File: src/hw/part_consts.svh
`ifndef PART_CONSTS_SVH
`define PART_CONSTS_SVH
// Register indices; byte address is four times the index
`define PART_IDX_DUTY3 8'h73
`define PART_IDX_DUTY2 8'h74
`define PART_IDX_DUTY1 8'h75
`define PART_IDX_DUTY0 8'h76
`define PART_IDX_PWMCTL 8'h77
`define PART_IDX_CSR 8'h78
`define PART_IDX_CNT 8'h79
`define PART_IDX_RELOAD 8'h7A
`define PART_IDX_CAPCSR 8'h7B
`define PART_IDX_CAP1 8'h7C
`define PART_IDX_CAP2 8'h7D
// Control/status field positions
`define PART_CSR_EXT_BIT 7
`define PART_CSR_DIV_HI 6
`define PART_CSR_DIV_LO 4
`define PART_CSR_EN_BIT 3
`define PART_CSR_FRL_BIT 2
`define PART_CSR_OIE_BIT 1
`define PART_CSR_OVF_BIT 0
// Capture control field positions
`define PART_CAP_EDGE_LO 4
`define PART_CAP_IE_LO 2
`define PART_CAP_FLAG_LO 0
// Reset value of every register
`define PART_REG_RESET 8'h00
// Answer for unmapped reads
`define PART_UNMAPPED 32'h00000000
`endif

File: src/hw/part_pkg.sv
package part_pkg;
  // Decoded register bus request
  typedef struct packed {
    logic rd;
    logic wr;
    logic [7:0] idx;
    logic [7:0] data;
  } part_req_t;
  // Per-channel PWM control
  typedef struct packed {
    logic [3:0] enables;
    logic [3:0] pwm_polarities;
  } part_pwmctl_t;
  // Bus slave phase
  typedef enum logic {PART_IDLE, PART_DONE} part_bus_t;
endpackage : part_pkg

File: src/hw/part_timer.sv
`timescale 1ns/1ns
`default_nettype none
`include "part_consts.svh"
module part_timer #(
  parameter int CAP_CH = 2,
  parameter int PWM_CH = 4
) (
  input wire logic clk,
  input wire logic reset_n,
  input wire logic [7:0] avs_address,
  input wire logic avs_read,
  input wire logic avs_write,
  input wire logic [31:0] avs_writedata,
  input wire logic [3:0] avs_byteenable,
  output logic [31:0] avs_readdata,
  output logic avs_waitrequest,
  input wire logic ext_clk_in,
  input wire logic [CAP_CH-1:0] capture_input_pins,
  output logic [PWM_CH-1:0] pwm_output_pins,
  output logic [PWM_CH-1:0] pwm_oe_n,
  output logic irq
);
  // Register state
  // Duty words are what software sees; the compare copies are what the
  // comparators use, so a half-written duty change never reaches a pin
  logic [7:0] duty_r [PWM_CH];
  logic [7:0] cmp_r [PWM_CH];
  part_pkg::part_pwmctl_t pwmctl_r;
  logic ext_sel_r;
  logic [2:0] div_r;
  logic count_enable_r;
  logic oie_r;
  logic overflow_flag_r;
  logic [7:0] counter_r;
  logic [7:0] reload_r;
  logic [CAP_CH-1:0] edge_r;
  logic [CAP_CH-1:0] cap_ie_r;
  logic [CAP_CH-1:0] capture_flags_r;
  logic [7:0] cap_r [CAP_CH];
  // Prescaler keeps its low bits between stop and start, so a paused
  // count resumes mid tap rather than from zero
  logic [6:0] presc_r;
  // Bus phase, so one held request is served once only
  part_pkg::part_bus_t bus_r;
  part_pkg::part_req_t req;
  logic acc;
  // Pin synchroniser stages and the level last agreed by stages two and three;
  // the agreed level is the reference for edge detection
  logic ext_s1_r, ext_s2_r, ext_s3_r, ext_lvl_r;
  logic [CAP_CH-1:0] cap_s1_r, cap_s2_r, cap_s3_r, cap_lvl_r;
  logic [6:0] presc_nxt;
  logic tick;
  logic ovf;
  logic wr_csr, wr_cnt, rd_csr, force_reload;
  logic [CAP_CH-1:0] cap_rd;
  logic [CAP_CH-1:0] cap_evt;
  logic [7:0] rdata;

  // Request decode; byte lane 0 carries all 8-bit data
  // Only the first cycle of a request counts; the answer cycle that follows
  // must not repeat a side effect such as a flag clear
  always_comb begin
    acc = (avs_read | avs_write) && (bus_r == part_pkg::PART_IDLE);
    req.rd = acc && avs_read;
    req.wr = acc && avs_write && avs_byteenable[0];
    req.idx = avs_address;
    req.data = avs_writedata[7:0];
  end

  // Strobes for registers with side effects
  // A read strobe here is what clears a flag, so any read slip would lose events
  assign wr_csr = req.wr && (req.idx == `PART_IDX_CSR);
  assign wr_cnt = req.wr && (req.idx == `PART_IDX_CNT);
  assign rd_csr = req.rd && (req.idx == `PART_IDX_CSR);
  assign force_reload = wr_csr && req.data[`PART_CSR_FRL_BIT];
  assign cap_rd[0] = req.rd && (req.idx == `PART_IDX_CAP1);
  assign cap_rd[1] = req.rd && (req.idx == `PART_IDX_CAP2);

  // Bus slave: one wait cycle, answer on the second edge
  // Fixed latency keeps the master simple; there is no back pressure
  // from the timer core, so a longer wait would buy nothing
  always_ff @(posedge clk or negedge reset_n) begin
    if (!reset_n) begin
      bus_r <= part_pkg::PART_IDLE;
    end else begin
      unique case (bus_r)
        part_pkg::PART_IDLE: begin
          if (avs_read | avs_write) begin
            bus_r <= part_pkg::PART_DONE;
          end
        end
        part_pkg::PART_DONE: begin
          bus_r <= part_pkg::PART_IDLE;
        end
      endcase
    end
  end

  // Waitrequest low only in the answer cycle
  // Held high in reset so no transfer can complete before the core is ready
  always_ff @(posedge clk or negedge reset_n) begin
    if (!reset_n) begin
      avs_waitrequest <= 1'b1;
    end else begin
      avs_waitrequest <= !acc;
    end
  end

  // Read mux, registered so data stand with waitrequest low
  always_comb begin
    rdata = 8'h00;
    case (req.idx)
      `PART_IDX_DUTY3: rdata = duty_r[3];
      `PART_IDX_DUTY2: rdata = duty_r[2];
      `PART_IDX_DUTY1: rdata = duty_r[1];
      `PART_IDX_DUTY0: rdata = duty_r[0];
      `PART_IDX_PWMCTL: rdata = pwmctl_r;
      // Force-reload slot reads zero
      `PART_IDX_CSR: rdata = {ext_sel_r, div_r, count_enable_r, 1'b0, oie_r, overflow_flag_r};
      `PART_IDX_CNT: rdata = counter_r;
      `PART_IDX_RELOAD: rdata = reload_r;
      `PART_IDX_CAPCSR: rdata = {2'b00, edge_r, cap_ie_r, capture_flags_r};
      `PART_IDX_CAP1: rdata = cap_r[0];
      `PART_IDX_CAP2: rdata = cap_r[1];
      default: rdata = 8'h00;
    endcase
  end

  // Read data latched with the request, so it already stands when
  // waitrequest drops; it then holds until the next read
  always_ff @(posedge clk or negedge reset_n) begin
    if (!reset_n) begin
      avs_readdata <= `PART_UNMAPPED;
    end else if (req.rd) begin
      avs_readdata <= {24'h000000, rdata};
    end
  end

  // Pin synchronisers: change taken when stages two and three agree
  // Stage one may go metastable and is read by stage two only;
  // the agreement test also drops single-cycle pin glitches
  always_ff @(posedge clk or negedge reset_n) begin
    if (!reset_n) begin
      ext_s1_r <= 1'b0;
      ext_s2_r <= 1'b0;
      ext_s3_r <= 1'b0;
      ext_lvl_r <= 1'b0;
      cap_s1_r <= '0;
      cap_s2_r <= '0;
      cap_s3_r <= '0;
      cap_lvl_r <= '0;
    end else begin
      ext_s1_r <= ext_clk_in;
      ext_s2_r <= ext_s1_r;
      ext_s3_r <= ext_s2_r;
      if (ext_s2_r == ext_s3_r) begin
        ext_lvl_r <= ext_s3_r;
      end
      cap_s1_r <= capture_input_pins;
      cap_s2_r <= cap_s1_r;
      cap_s3_r <= cap_s2_r;
      for (int i = 0; i < CAP_CH; i++) begin
        if (cap_s2_r[i] == cap_s3_r[i]) begin
          cap_lvl_r[i] <= cap_s3_r[i];
        end
      end
    end
  end

  // Prescaler input: every CPU clock, or each external rising edge
  // External pulse is one clk wide; the pin must stay below clk/4,
  // otherwise edges merge in the synchroniser and counts are lost
  logic presc_in;
  assign presc_in = ext_sel_r ? (ext_s2_r && ext_s3_r && !ext_lvl_r) : 1'b1;
  assign presc_nxt = presc_r + 7'h01;
  // Tap selects divide by 2^n; tap 0 passes every input pulse
  always_comb begin
    tick = 1'b0;
    if (count_enable_r && presc_in) begin
      if (div_r == 3'h0) begin
        tick = 1'b1;
      end else begin
        tick = (presc_nxt & ((7'h01 << div_r) - 7'h01)) == 7'h00;
      end
    end
  end
  // Overflow is the tick that leaves FFh; it drives reload, flag and compare copy
  assign ovf = tick && (counter_r == 8'hFF);

  // Prescaler; cleared on force reload or counter write
  always_ff @(posedge clk or negedge reset_n) begin
    if (!reset_n) begin
      presc_r <= 7'h00;
    end else if (force_reload || wr_cnt) begin
      presc_r <= 7'h00;
    end else if (count_enable_r && presc_in) begin
      presc_r <= presc_nxt;
    end
  end

  // Counter: write, force reload, overflow reload, count
  // A software write wins over a coinciding overflow; the flag still
  // records that overflow in its own process
  always_ff @(posedge clk or negedge reset_n) begin
    if (!reset_n) begin
      counter_r <= `PART_REG_RESET;
    end else if (wr_cnt) begin
      counter_r <= req.data;
    end else if (force_reload) begin
      counter_r <= reload_r;
    end else if (ovf) begin
      counter_r <= reload_r;
    end else if (tick) begin
      counter_r <= counter_r + 8'h01;
    end
  end

  // Control/status; hardware set beats read clear
  // Force reload is a strobe only and keeps no state, hence it reads zero
  always_ff @(posedge clk or negedge reset_n) begin
    if (!reset_n) begin
      ext_sel_r <= 1'b0;
      div_r <= 3'h0;
      count_enable_r <= 1'b0;
      oie_r <= 1'b0;
      overflow_flag_r <= 1'b0;
    end else begin
      if (wr_csr) begin
        ext_sel_r <= req.data[`PART_CSR_EXT_BIT];
        div_r <= req.data[`PART_CSR_DIV_HI:`PART_CSR_DIV_LO];
        count_enable_r <= req.data[`PART_CSR_EN_BIT];
        oie_r <= req.data[`PART_CSR_OIE_BIT];
      end
      if (ovf) begin
        overflow_flag_r <= 1'b1;
      end else if (rd_csr) begin
        overflow_flag_r <= 1'b0;
      end
    end
  end

  // Software registers: duty, PWM control, reload, capture control
  // Writes to capture values and unmapped slots fall to the default item
  // A new reload value is used only at the next overflow or force reload
  always_ff @(posedge clk or negedge reset_n) begin
    if (!reset_n) begin
      for (int i = 0; i < PWM_CH; i++) begin
        duty_r[i] <= `PART_REG_RESET;
      end
      pwmctl_r <= `PART_REG_RESET;
      reload_r <= `PART_REG_RESET;
      edge_r <= '0;
      cap_ie_r <= '0;
    end else if (req.wr) begin
      case (req.idx)
        `PART_IDX_DUTY3: duty_r[3] <= req.data;
        `PART_IDX_DUTY2: duty_r[2] <= req.data;
        `PART_IDX_DUTY1: duty_r[1] <= req.data;
        `PART_IDX_DUTY0: duty_r[0] <= req.data;
        `PART_IDX_PWMCTL: pwmctl_r <= req.data;
        `PART_IDX_RELOAD: reload_r <= req.data;
        `PART_IDX_CAPCSR: begin
          edge_r <= req.data[`PART_CAP_EDGE_LO +: 2];
          cap_ie_r <= req.data[`PART_CAP_IE_LO +: 2];
        end
        default: begin
        end
      endcase
    end
  end

  // Hidden compare registers load only at overflow
  // Limitation: a duty written while stopped waits for the first overflow
  always_ff @(posedge clk or negedge reset_n) begin
    if (!reset_n) begin
      for (int i = 0; i < PWM_CH; i++) begin
        cmp_r[i] <= `PART_REG_RESET;
      end
    end else if (ovf) begin
      for (int i = 0; i < PWM_CH; i++) begin
        cmp_r[i] <= duty_r[i];
      end
    end
  end

  // PWM outputs: level from count vs compare, xor polarity, so a polarity
  // change flips the pin on the next edge; counter reload at overflow
  // makes the level switch together with the period start
  genvar g;
  generate
    for (g = 0; g < PWM_CH; g++) begin : g_pwm
      always_ff @(posedge clk or negedge reset_n) begin
        if (!reset_n) begin
          pwm_output_pins[g] <= 1'b0;
          pwm_oe_n[g] <= 1'b1;
        end else begin
          pwm_output_pins[g] <= (counter_r <= cmp_r[g]) ^ pwmctl_r.pwm_polarities[g];
          pwm_oe_n[g] <= !pwmctl_r.enables[g];
        end
      end
    end
  endgenerate

  // Capture: edge per sensitivity; blocked while flag set
  // An edge that arrives while the flag is set is dropped, not queued;
  // software must read the value before the next edge to keep up
  generate
    for (g = 0; g < CAP_CH; g++) begin : g_cap
      assign cap_evt[g] = (cap_s2_r[g] == cap_s3_r[g]) && (cap_s3_r[g] != cap_lvl_r[g])
                          && (cap_s3_r[g] == edge_r[g]);
      always_ff @(posedge clk or negedge reset_n) begin
        if (!reset_n) begin
          cap_r[g] <= `PART_REG_RESET;
          capture_flags_r[g] <= 1'b0;
        end else begin
          if (cap_evt[g] && !capture_flags_r[g]) begin
            cap_r[g] <= counter_r;
          end
          if (cap_evt[g] && !capture_flags_r[g]) begin
            capture_flags_r[g] <= 1'b1;
          end else if (cap_rd[g]) begin
            capture_flags_r[g] <= 1'b0;
          end
        end
      end
    end
  endgenerate

  // Interrupt request follows the enabled flags
  // Level output: it stays high until every enabled flag is cleared,
  // so a missed edge at the interrupt controller cannot lose a request
  always_ff @(posedge clk or negedge reset_n) begin
    if (!reset_n) begin
      irq <= 1'b0;
    end else begin
      irq <= (overflow_flag_r && oie_r) || |(capture_flags_r & cap_ie_r);
    end
  end
endmodule : part_timer
`default_nettype wire

File: config.mk
export PLATFORM = sky130hd
export DESIGN_NAME = part_timer
export DESIGN_NICKNAME = d
export VERILOG_FILES = /design/src/hw/part_pkg.sv /design/src/hw/part_timer.sv
export VERILOG_INCLUDE_DIRS = /design/src /design/src/hw
export SDC_FILE = /design/constraint.sdc
export NUM_CORES = 1
export LEC_CHECK = 0
export BUFFER_PORTS_ARGS = -buffer_cell sky130_fd_sc_hd__buf_2
export CAP_MARGIN = 0
export CORE_AREA = 2 2 124 126
export CTS_CLUSTER_SIZE = 8
export DETAILED_ROUTE_END_ITERATION = 12
export DIE_AREA = 0 0 126 128
export HOLD_SLACK_MARGIN = 0.1
export PLACE_DENSITY = 0.76
export SLEW_MARGIN = 40
export SYNTH_ARGS = -nofsm -noshare
export SYNTH_HDL_FRONTEND = slang
export SYNTH_SLANG_ARGS = --single-unit
File: constraint.sdc
create_clock -name clk -period 3.2 [get_ports clk]
set_input_delay 0.64 -clock clk [delete_from_list [all_inputs] [get_ports clk]]
set_output_delay 0.64 -clock clk [all_outputs]
set_load 0.005 [all_outputs]
* Word level (Yosys, flattened, before mapping)
Cells that the tools add are included.
** Operators by class
- Add/sub/neg operators :: 3
- Order comparisons :: 4
- Eq/ne operators :: 19
- Shifts and indexed selects :: 1
- Muxes and demuxes :: 18
- Bitwise gates (word level) :: 8
- Reduce and logical (&&, ||, !) cells :: 46
** Operator list (count)
- $eq A8 B7 Y1 const B :: 11
- $pmux W8 S11 :: 1
- $le A8 B8 Y1 :: 4
- $mux W8 :: 4
- $logic_and A1 B1 Y1 :: 21
- $mux W7 :: 2
- $reduce_and A2 Y1 :: 7
- $mux W1 :: 10
- $add A8 B1 Y8 const B :: 1
- $eq A8 B8 Y1 const B :: 1
- $logic_not A1 Y1 :: 8
- $reduce_bool A2 Y1 :: 4
- $add A7 B1 Y7 const B :: 1
- $and A7 B7 Y7 :: 1
- $logic_not A7 Y1 :: 1
- $shl A1 B3 Y7 const A :: 1
- $sub A7 B1 Y7 const B :: 1
- $eq A1 B1 Y1 :: 5
- $reduce_bool A4 Y1 :: 1
- $xor A1 B1 Y1 :: 4
- $logic_not A3 Y1 :: 1
- $and A2 B2 Y2 :: 1
- $logic_or A1 B1 Y1 :: 2
- $ne A1 B1 Y1 :: 2
- other kinds (4) :: 4
** Storage, ports and cells
- Register bits after elaboration :: 155
- Bits of input ports :: 51
- Output and inout bits :: 42
- Word-level logic and storage cells :: 144

* Longest topological paths before layout
Gate-level depths: netlist of run 1.
- Depth after elaboration :: 10
- Depth in mapped cells :: 10

* Worst setup path before layout of run 1
No wires, ideal clock.
- Path type :: input to register
- Start point :: input avs_address[3]
- End point :: register counter_r[3]
- Setup time :: 136 ps
- Data arrival time :: 2358 ps
- Required time :: 3064 ps
- Setup slack :: 707 ps
- Stages :: 9
- Path buffers :: 2
- Cell sequence :: clkbuf_2 -> nor2b_1 -> nand3_1 -> nor3_1 -> or2_1 -> buf_6 -> nand2_4 -> nor3_1 -> a211oi_2
** On the way
- Word-level cells in the longest chain between the ends :: 5
- Elaborated cells between the ends (all ways) :: 8
** Ends and longest elaborated chain
- start, declared :: line part_timer.sv:10 : input wire logic [7:0] avs_address,
- $eq A8 B7 Y1
- $logic_and A1 B1 Y1 :: line part_timer.sv:72 : assign wr_csr = req.wr && (req.idx == `PART_IDX_CSR);
- $logic_and A1 B1 Y1 :: line part_timer.sv:75 : assign force_reload = wr_csr && req.data[`PART_CSR_FRL_BIT];
- $mux W8 :: line part_timer.sv:209 : end else if (force_reload) begin
- $mux W8 :: line part_timer.sv:207 : end else if (wr_cnt) begin
- end signal, assigned :: line part_timer.sv:206 : counter_r <= `PART_REG_RESET;
- end signal, assigned :: line part_timer.sv:208 : counter_r <= req.data;
- end signal, assigned :: line part_timer.sv:210 : counter_r <= reload_r;
- end, declared :: line part_timer.sv:34 : logic [7:0] counter_r;
Parallel ways exist; a longest one is shown, timed or not.
A chain may end at the register's enable or synchronous reset.

* Worst setup path after layout of run 1
- Start point :: register presc_r[0]
- End point :: register counter_r[3]
** On the way
- Word-level cells in the longest chain between the ends :: 9
- Elaborated cells between the ends (all ways) :: 10
** Ends and longest elaborated chain
- start, declared :: line part_timer.sv:42 : logic [6:0] presc_r;
- start signal, assigned :: line part_timer.sv:197 : presc_r <= presc_nxt;
- $add A7 B1 Y7 (*) :: line part_timer.sv:175 : assign presc_nxt = presc_r + 7'h01;
- $and A7 B7 Y7 (*) :: line part_timer.sv:183 : tick = (presc_nxt & ((7'h01 << div_r) - 7'h01)) == 7'h00;
- $logic_not A7 Y1 (*) :: line part_timer.sv:183
- $mux W1 (*) :: line part_timer.sv:180 : if (div_r == 3'h0) begin
- $mux W1 (*) :: line part_timer.sv:179 : if (count_enable_r && presc_in) begin
- $logic_and A1 B1 Y1 :: line part_timer.sv:188 : assign ovf = tick && (counter_r == 8'hFF);
- $mux W8 :: line part_timer.sv:211 : end else if (ovf) begin
- $mux W8 :: line part_timer.sv:209
- $mux W8 :: line part_timer.sv:207
- end signal, assigned :: line part_timer.sv:208
- end signal, assigned :: line part_timer.sv:210
- end signal, assigned :: line part_timer.sv:212 : counter_r <= reload_r;
Every way passes the cells marked *; elsewhere a longest branch is shown, timed or not.

==> results of run 1 <==
worst max-delay path: stages, from the launching register on:
cell and delay [ps]:
dfrtp_1 440, ha_1 330, nand3_4 140, xnor2_1 150, a211o_1 290, nor4_4 530, or2_1 400, nand2_4 110
nor3_1 230, a211oi_2 70
per-stage QoR:
| stage | cell area, µm² | hold WS, ps |
|---|---|---|
| CTS | 8981 | 263.2 |
| global placement | 8388 | 333.8 |
| finish | 8981 | 229.5 |
| global route | 8981 | 295.7 |
| floorplan | 8098 | 331.2 |
| detailed placement | 8388 | 337.9 |
cell usage after synthesis, types with 3 or more instances:
cell type  count
o22ai_1        6
nand3_1       32
o21ai_1        6
nor3_1         8
nand2_1       76
inv_1         37
o21a_1         5
a211o_1        3
ha_1          35
clkbuf_1      21
buf_4         25
a22o_1        12
a21o_1         7
or3_1          3
buf_1          6
xor2_1         7
a22oi_1       14
nor2_1        30
dfrtp_1      150
o211ai_1       7
a32oi_1        4
nand2b_1       8
mux2i_1        3
nand4b_1       3
a21oi_1       26
buf_2          7
xnor2_1        7
and3_1        11
nor2b_1       12
a31oi_1        7
o21ai_0       61
dfstp_2        5
mux2_2        74
logic make-up (layout without fill, tap and decap cells):
family                   count (synthesis)  after routing  share of synthesized area
multiplexers                            79             79                     0.1134
adder cells (fa/ha/maj)                 37             37                    0.05716
XOR/XNOR                                14             14                    0.01531
flip-flops                             155            155                     0.4849
AND/OR/NAND/NOR                        204            204                     0.1295
other                                    1             24                  0.0004681
AO/OA/AOI/OAI                          173            173                     0.1395
buffers and inverters                   98            129                    0.05981
layout by cell type, fill, tap and decap left out, types with 8 or more instances in the layout:
cell       Yosys  final
a21oi_1       26     26
conb_1         1     24
dfrtp_1      150    150
nor2b_1       12     12
buf_4         25     21
nor3_1         8      8
nand3_1       32     32
inv_1         37     37
a22o_1        12     12
a22oi_1       14     14
clkbuf_16      0     17
nand2_1       76     76
nand2b_1       8      8
nor2_1        30     30
mux2_2        74     74
ha_1          35     35
buf_2          7     40
and3_1        11     10
o21ai_0       61     61
where the power goes:
part | internal [mW] | total, mW | switching [mW]
combinational | 0.197 | 0.463 | 0.266
clock | 1.30 | 2.07 | 0.766
sequential | 2.05 | 2.15 | 0.0919
total | 3.55 | 4.68 | 1.12
final cells by class:
type / count / area [µm²] / share of cell area
clock buffers: 19 / 442.9 / 0.04932
clock inverters: 10 / 150.1 / 0.01672
inverters: 37 / 138.9 / 0.01546
multi-input cells: 531 / 3740 / 0.4164
flip-flops and latches: 155 / 3885 / 0.4326
well taps: 188 / 235.2 / 0.02619
repair buffers: 63 / 389.1 / 0.04333
state kept, by name (all words and copies together), names as in the netlist, 3 cells and up:
name	count
pwm_oe_n	4
div_r	3
pwm_output_pins	4
reload_r	8
presc_r	7
duty_r	32
counter_r	8
cmp_r	32
cap_r	16
avs_readdata	8
pwmctl_r	8
routing by layer:
layer / track usage / routed length, µm
met5: 0 / 0
met4: 0.1054 / 615
met3: 0.06344 / 1779
met2: 0.3830 / 8917
met1: 0.3538 / 8638
worst max path at each step:
stage,startpoint,to,slack [ps],cells past startpoint
6_report,presc_r[0]$_DFFE_PN0P_,counter_r[3]$_DFFE_PN0P_,360,9
5_1_grt,presc_r[0]$_DFFE_PN0P_,cmp_r[25]$_DFFE_PN0P_,190,8
4_1_cts,presc_r[0]$_DFFE_PN0P_,counter_r[3]$_DFFE_PN0P_,380,9
3_5_place_dp,presc_r[0]$_DFFE_PN0P_,counter_r[3]$_DFFE_PN0P_,420,9
3_3_place_gp,presc_r[0]$_DFFE_PN0P_,counter_r[3]$_DFFE_PN0P_,490,9
2_1_floorplan,avs_address[3],counter_r[3]$_DFFE_PN0P_,710,9
==> reports/metrics.cfg, run 1 <==
[clock_tree]
cts_root_buffer = clkbuf_16
cts_setup_buffers = 0
cts_max_level = 4
clk_latency_ps = 430
clkSinkCount = 155
cts-buffers-inserted = 17
tritoncts = built
cts_hold_buf = 0
cts_resized = 0
clkTransAtPathRegs_ps = 60
cts_buffer_depth = 2

[timing]
clock_skew_ps = 9.502
finalCriticalPeriod_ps = 2837
setup_viol_count_final = 0
tns_ps = 0
rsz0062_at_grt = no
drv_slew = 0
relSlewSlack = 0.4820
worst_slack_ps = 363.5
hold_viol = 0
fmax_mhz = 352.5
fin_crit_sh = 0.8864
worst_slew_pin_slew_ps = 771.8

[global_route]
grt_use_total = 0.2541
grt_max_degree = 76
grt_antenna_before_repair = 0
overflow = 0
grt_pass1_vias = 5745
grt_pass1_wl_mm = 31.06

[logic_synthesis]
yosys.area.top_type = dfrtp_1
yosysSeqAreaShare = 0.4849
synthArstFlopShare = 1.000
yosys-top-cells-area = dfrtp_1 (47%), mux2_2 (10%), ha_1 (5.5%), o21ai_0 (3.8%), nand2_1 (3.6%)
ys_ff_latch = 155
synth.avg_cell_area_um2 = 10.53
yosys.cell_types.count = 68
yosys_warnings = 0
synth_area_um2 = 8011
synth_top_flop_cell = dfrtp_1
netlist.area_leader.share = 0.4685
synth_enable_flop_cells = 0
syn_inst = 761

[power]
peakVddDrop_mv = 0.3459
power.total_mw = 4.676
p_leak_nw = 4.227
power_density_nw_per_um2 = 520.6

[cells_and_area]
drive_above_1_share = 0.2307
fin_cells = 1003
postLayoutCoreUtil = 0.6042
synthToLayoutAreaGrowth_pct = 12.10
num_antenna_cells = 0
finalNetCount = 891
num-fill-cells = 1249

[routing]
firstDrtPassIters = 6
drtAntennaViolNets = 0
drt_wl_total_mm = 19.95
drc = 0
routed_via_density = 5.989
drt_iter0_drc = 445
wire_per_inst_um = 19.89
vias = 6007

[job]
maxCapViolations = 0

[setup_path]
crit_path_max_fanout = 8
cp_data_arrival_time_ps = 3140
cp.required_ps = 3500
rr_startpoint = presc_r[0]$_DFFE_PN0P_
setup.worst_path.end_class = flop
reg2reg_depth = 9
cp-start-kind = flop
r2r_slack_ps = 360
r2r_end = counter_r[3]$_DFFE_PN0P_
critPathKind = flop to flop

[die]
ios = 93
die_area_um2 = 16130
die_h_um = 128
core-area_um2 = 14860
fp.dieW_um = 126
rows = 45
start_util = 0.5390

[min_path]
hold_path_class = input pin to asynchronous set/reset pin

[placement]
port-buffer-count = 41
place_ws_ps = 420.6
globalplace.congestion = 0.9710
dp.cells = 974
hpwl_mm = 13.71

[outcome]
status = completed

No activity file was read; power rests on OpenSTA's default activity.
==> run 2, diff against run 1 <==
--- a/config.mk
+++ b/config.mk
@@ -14,7 +14,7 @@
 export DIE_AREA = 0 0 126 128
 export HOLD_SLACK_MARGIN = 0.1
 export PLACE_DENSITY = 0.76
-export SLEW_MARGIN = 40
+export SLEW_MARGIN = 15
 export SYNTH_ARGS = -nofsm -noshare
 export SYNTH_HDL_FRONTEND = slang
 export SYNTH_SLANG_ARGS = --single-unit
==> constraint.sdc (replaced) <==
create_clock -name clk -period 3.2 [get_ports clk]
set_input_delay 0.32 -clock clk [delete_from_list [all_inputs] [get_ports clk]]
set_output_delay 0.32 -clock clk [all_outputs]
set_load 0.005 [all_outputs]
==> run 2 against run 1 <==
Against the previous run: combinational power barely moved; largest cell class unchanged; wire length is 2.2% higher; worst hold slack worse by 21 ps; cell area increased by 0.42%; sequential power about the same; core utilization grew 0.25 points; via count rose by 0.82%; die area unchanged; non-clock buffer count shrank 1; largest power group unchanged; global-route usage is 0.91 points higher; critical path depth is the same; register-to-register slack hardly changed.
==> reports/metrics.cfg, run 2 (synthesized netlist as in run 1, its figures left out) <==
[power]
power_density_nw_per_um2 = 521.2  ; +0.11%
power.total_mw = 4.700  ; +0.53%
peakVddDrop_mv = 0.3539  ; +2.3%
p_leak_nw = 4.206  ; -0.48%

[clock_tree]
cts_setup_buffers = 0  ; unchanged
cts_buffer_depth = 2  ; unchanged
tritoncts = built
clkTransAtPathRegs_ps = 60  ; about the same
cts_root_buffer = clkbuf_16
clkSinkCount = 155  ; unchanged
clk_latency_ps = 440  ; about the same
cts_max_level = 4  ; unchanged
cts-buffers-inserted = 17  ; unchanged

[cells_and_area]
num-fill-cells = 1259  ; +0.80%
postLayoutCoreUtil = 0.6067  ; +0.002525
multiInputGateArea_um2 = 3740  ; unchanged
fin_cells = 1005  ; +0.20%
reg_top3 = cmp_r: 32 flops, duty_r: 32 flops, cap_r: 16 flops
final_common_cell = dfrtp_1
synthToLayoutAreaGrowth_pct = 12.57
num_antenna_cells = 0  ; unchanged
drive_above_1_share = 0.2264  ; -0.004237
finalNetCount = 890  ; -0.11%
final_cell_mix = dfrtp_1 (150), nand2_1 (76), mux2_2 (74)
register_area_um2 = 3885  ; unchanged

[setup_path]
crit_path_max_fanout = 61  ; +53
cp.required_ps = 3560  ; +60 ps
critPathKind = flop to flop
r2r_slack_ps = 360  ; about the same
rr_startpoint = presc_r[0]$_DFFE_PN0P_
cp-start-kind = flop
cp_data_arrival_time_ps = 3200  ; +60 ps
setup.worst_path.end_class = flop
crit_start = presc_r[0]$_DFFE_PN0P_

[routing]
wire_per_inst_um = 20.30  ; +2.0%
drtAntennaViolNets = 0  ; unchanged
firstDrtPassIters = 6  ; unchanged
drc = 0  ; unchanged
drt_iter0_drc = 681  ; +53%
routed_via_density = 6.026  ; +0.62%
drt_wl_total_mm = 20.40  ; +2.2%
vias = 6056  ; +0.82%

[global_route]
grt_pass1_wl_mm = 32.31  ; +4.0%
grt_max_degree = 73  ; -3.9%
grt_use_total = 0.2632  ; +0.009117
grt_antenna_before_repair = 0  ; unchanged
grt_pass1_vias = 5746  ; +0.017%
overflow = 0  ; unchanged

[min_path]
min_from = avs_write
hold_path_class = input pin to flop

[die]
rows = 45  ; unchanged
ios = 93  ; unchanged
fp.dieW_um = 126  ; unchanged
die_h_um = 128  ; unchanged
core-area_um2 = 14860  ; unchanged
start_util = 0.5390  ; unchanged
die_area_um2 = 16130  ; unchanged

[timing]
fmax_mhz = 351.8  ; -0.20%
tns_ps = 0  ; unchanged
worst_slew_pin_slew_ps = 826.1  ; +54.26 ps
setup_viol_count_final = 0  ; unchanged
rsz0062_at_grt = no
worst_slack_ps = 357.8  ; -5.613 ps
clock_skew_ps = 9.507  ; +0.005190 ps
hold_viol = 0  ; unchanged
relSlewSlack = 0.4463  ; -0.03572
finalCriticalPeriod_ps = 2842  ; +5.613 ps
drv_slew = 0  ; unchanged
fin_crit_sh = 0.8882  ; +0.001754

[placement]
place_ws_ps = 387.9  ; -32.71 ps
port-buffer-count = 41  ; unchanged
hpwl_mm = 13.46  ; -1.9%
globalplace.congestion = 0.9222  ; -5.0%
dp.cells = 969  ; -0.51%

[outcome]
status = completed

[job]
maxCapViolations = 0  ; unchanged

-- run 2: where the power goes --
group | internal (mW) | switching, mW | total (mW)
Sequential | 2.05 | 0.0927 | 2.15
Clock | 1.29 | 0.803 | 2.09
Combinational | 0.199 | 0.267 | 0.465
-- run 2: what timing repair did --
| action | CTS | global route |
|---|---|---|
| endpoints found under the hold margin | 69 | 0 |
| hold buffers | 4 | 0 |
| gates resized for setup | 0 | 0 |
-- run 2: metal layers --
layer	global-route usage	wire length (µm)	vias up
met4	0.09825	605	0
li1	-	-	2741
met3	0.06636	1841	51
met5	0	0	-
met1	0.3827	8908	2966
met2	0.3830	9041	298
-- run 2: layout make-up --
| cell class | count | area share |
|---|---|---|
| sequential | 155 | 0.4308 |
| tap | 188 | 0.02608 |
| multi-input combinational | 531 | 0.4147 |
| timing repair buffer | 62 | 0.04481 |
| clock inverter | 10 | 0.01568 |
| inverter | 37 | 0.01540 |
| clock buffer | 22 | 0.05258 |
-- run 2: critical path, cell delays in order (launching register included) --
cell and delay (ps):
dfrtp_1 410, ha_1 320, nand3_4 150, xnor2_1 150, a211o_1 280, nor4_4 520
and3_2 330, buf_12 250, o211ai_1 150, a21oi_1 160
-- run 2: path summary, 6_finish.rpt --
kind / end / depth (start not counted)
max: counter_r[5]$_DFFE_PN0P_ / 9
max reg2reg: counter_r[5]$_DFFE_PN0P_ / 9
min reg2reg: cap_s2_r[0]$_DFF_PN0_ / 0
max in group asynchronous: avs_waitrequest$_DFF_PN1_ / 3
min in group asynchronous: pwm_output_pins[1]$_DFF_PN0_ / 2
min: avs_waitrequest$_DFF_PN1_ / 3
-- run 2: through the flow --
step / hold WS [ps] / instance area, µm²
global placement: 334.5 / 8363
floorplan: 24.41 / 8098
detailed placement: 335.7 / 8363
global route: 218.0 / 9019
finish: 208.9 / 9019
CTS: 197.1 / 9019
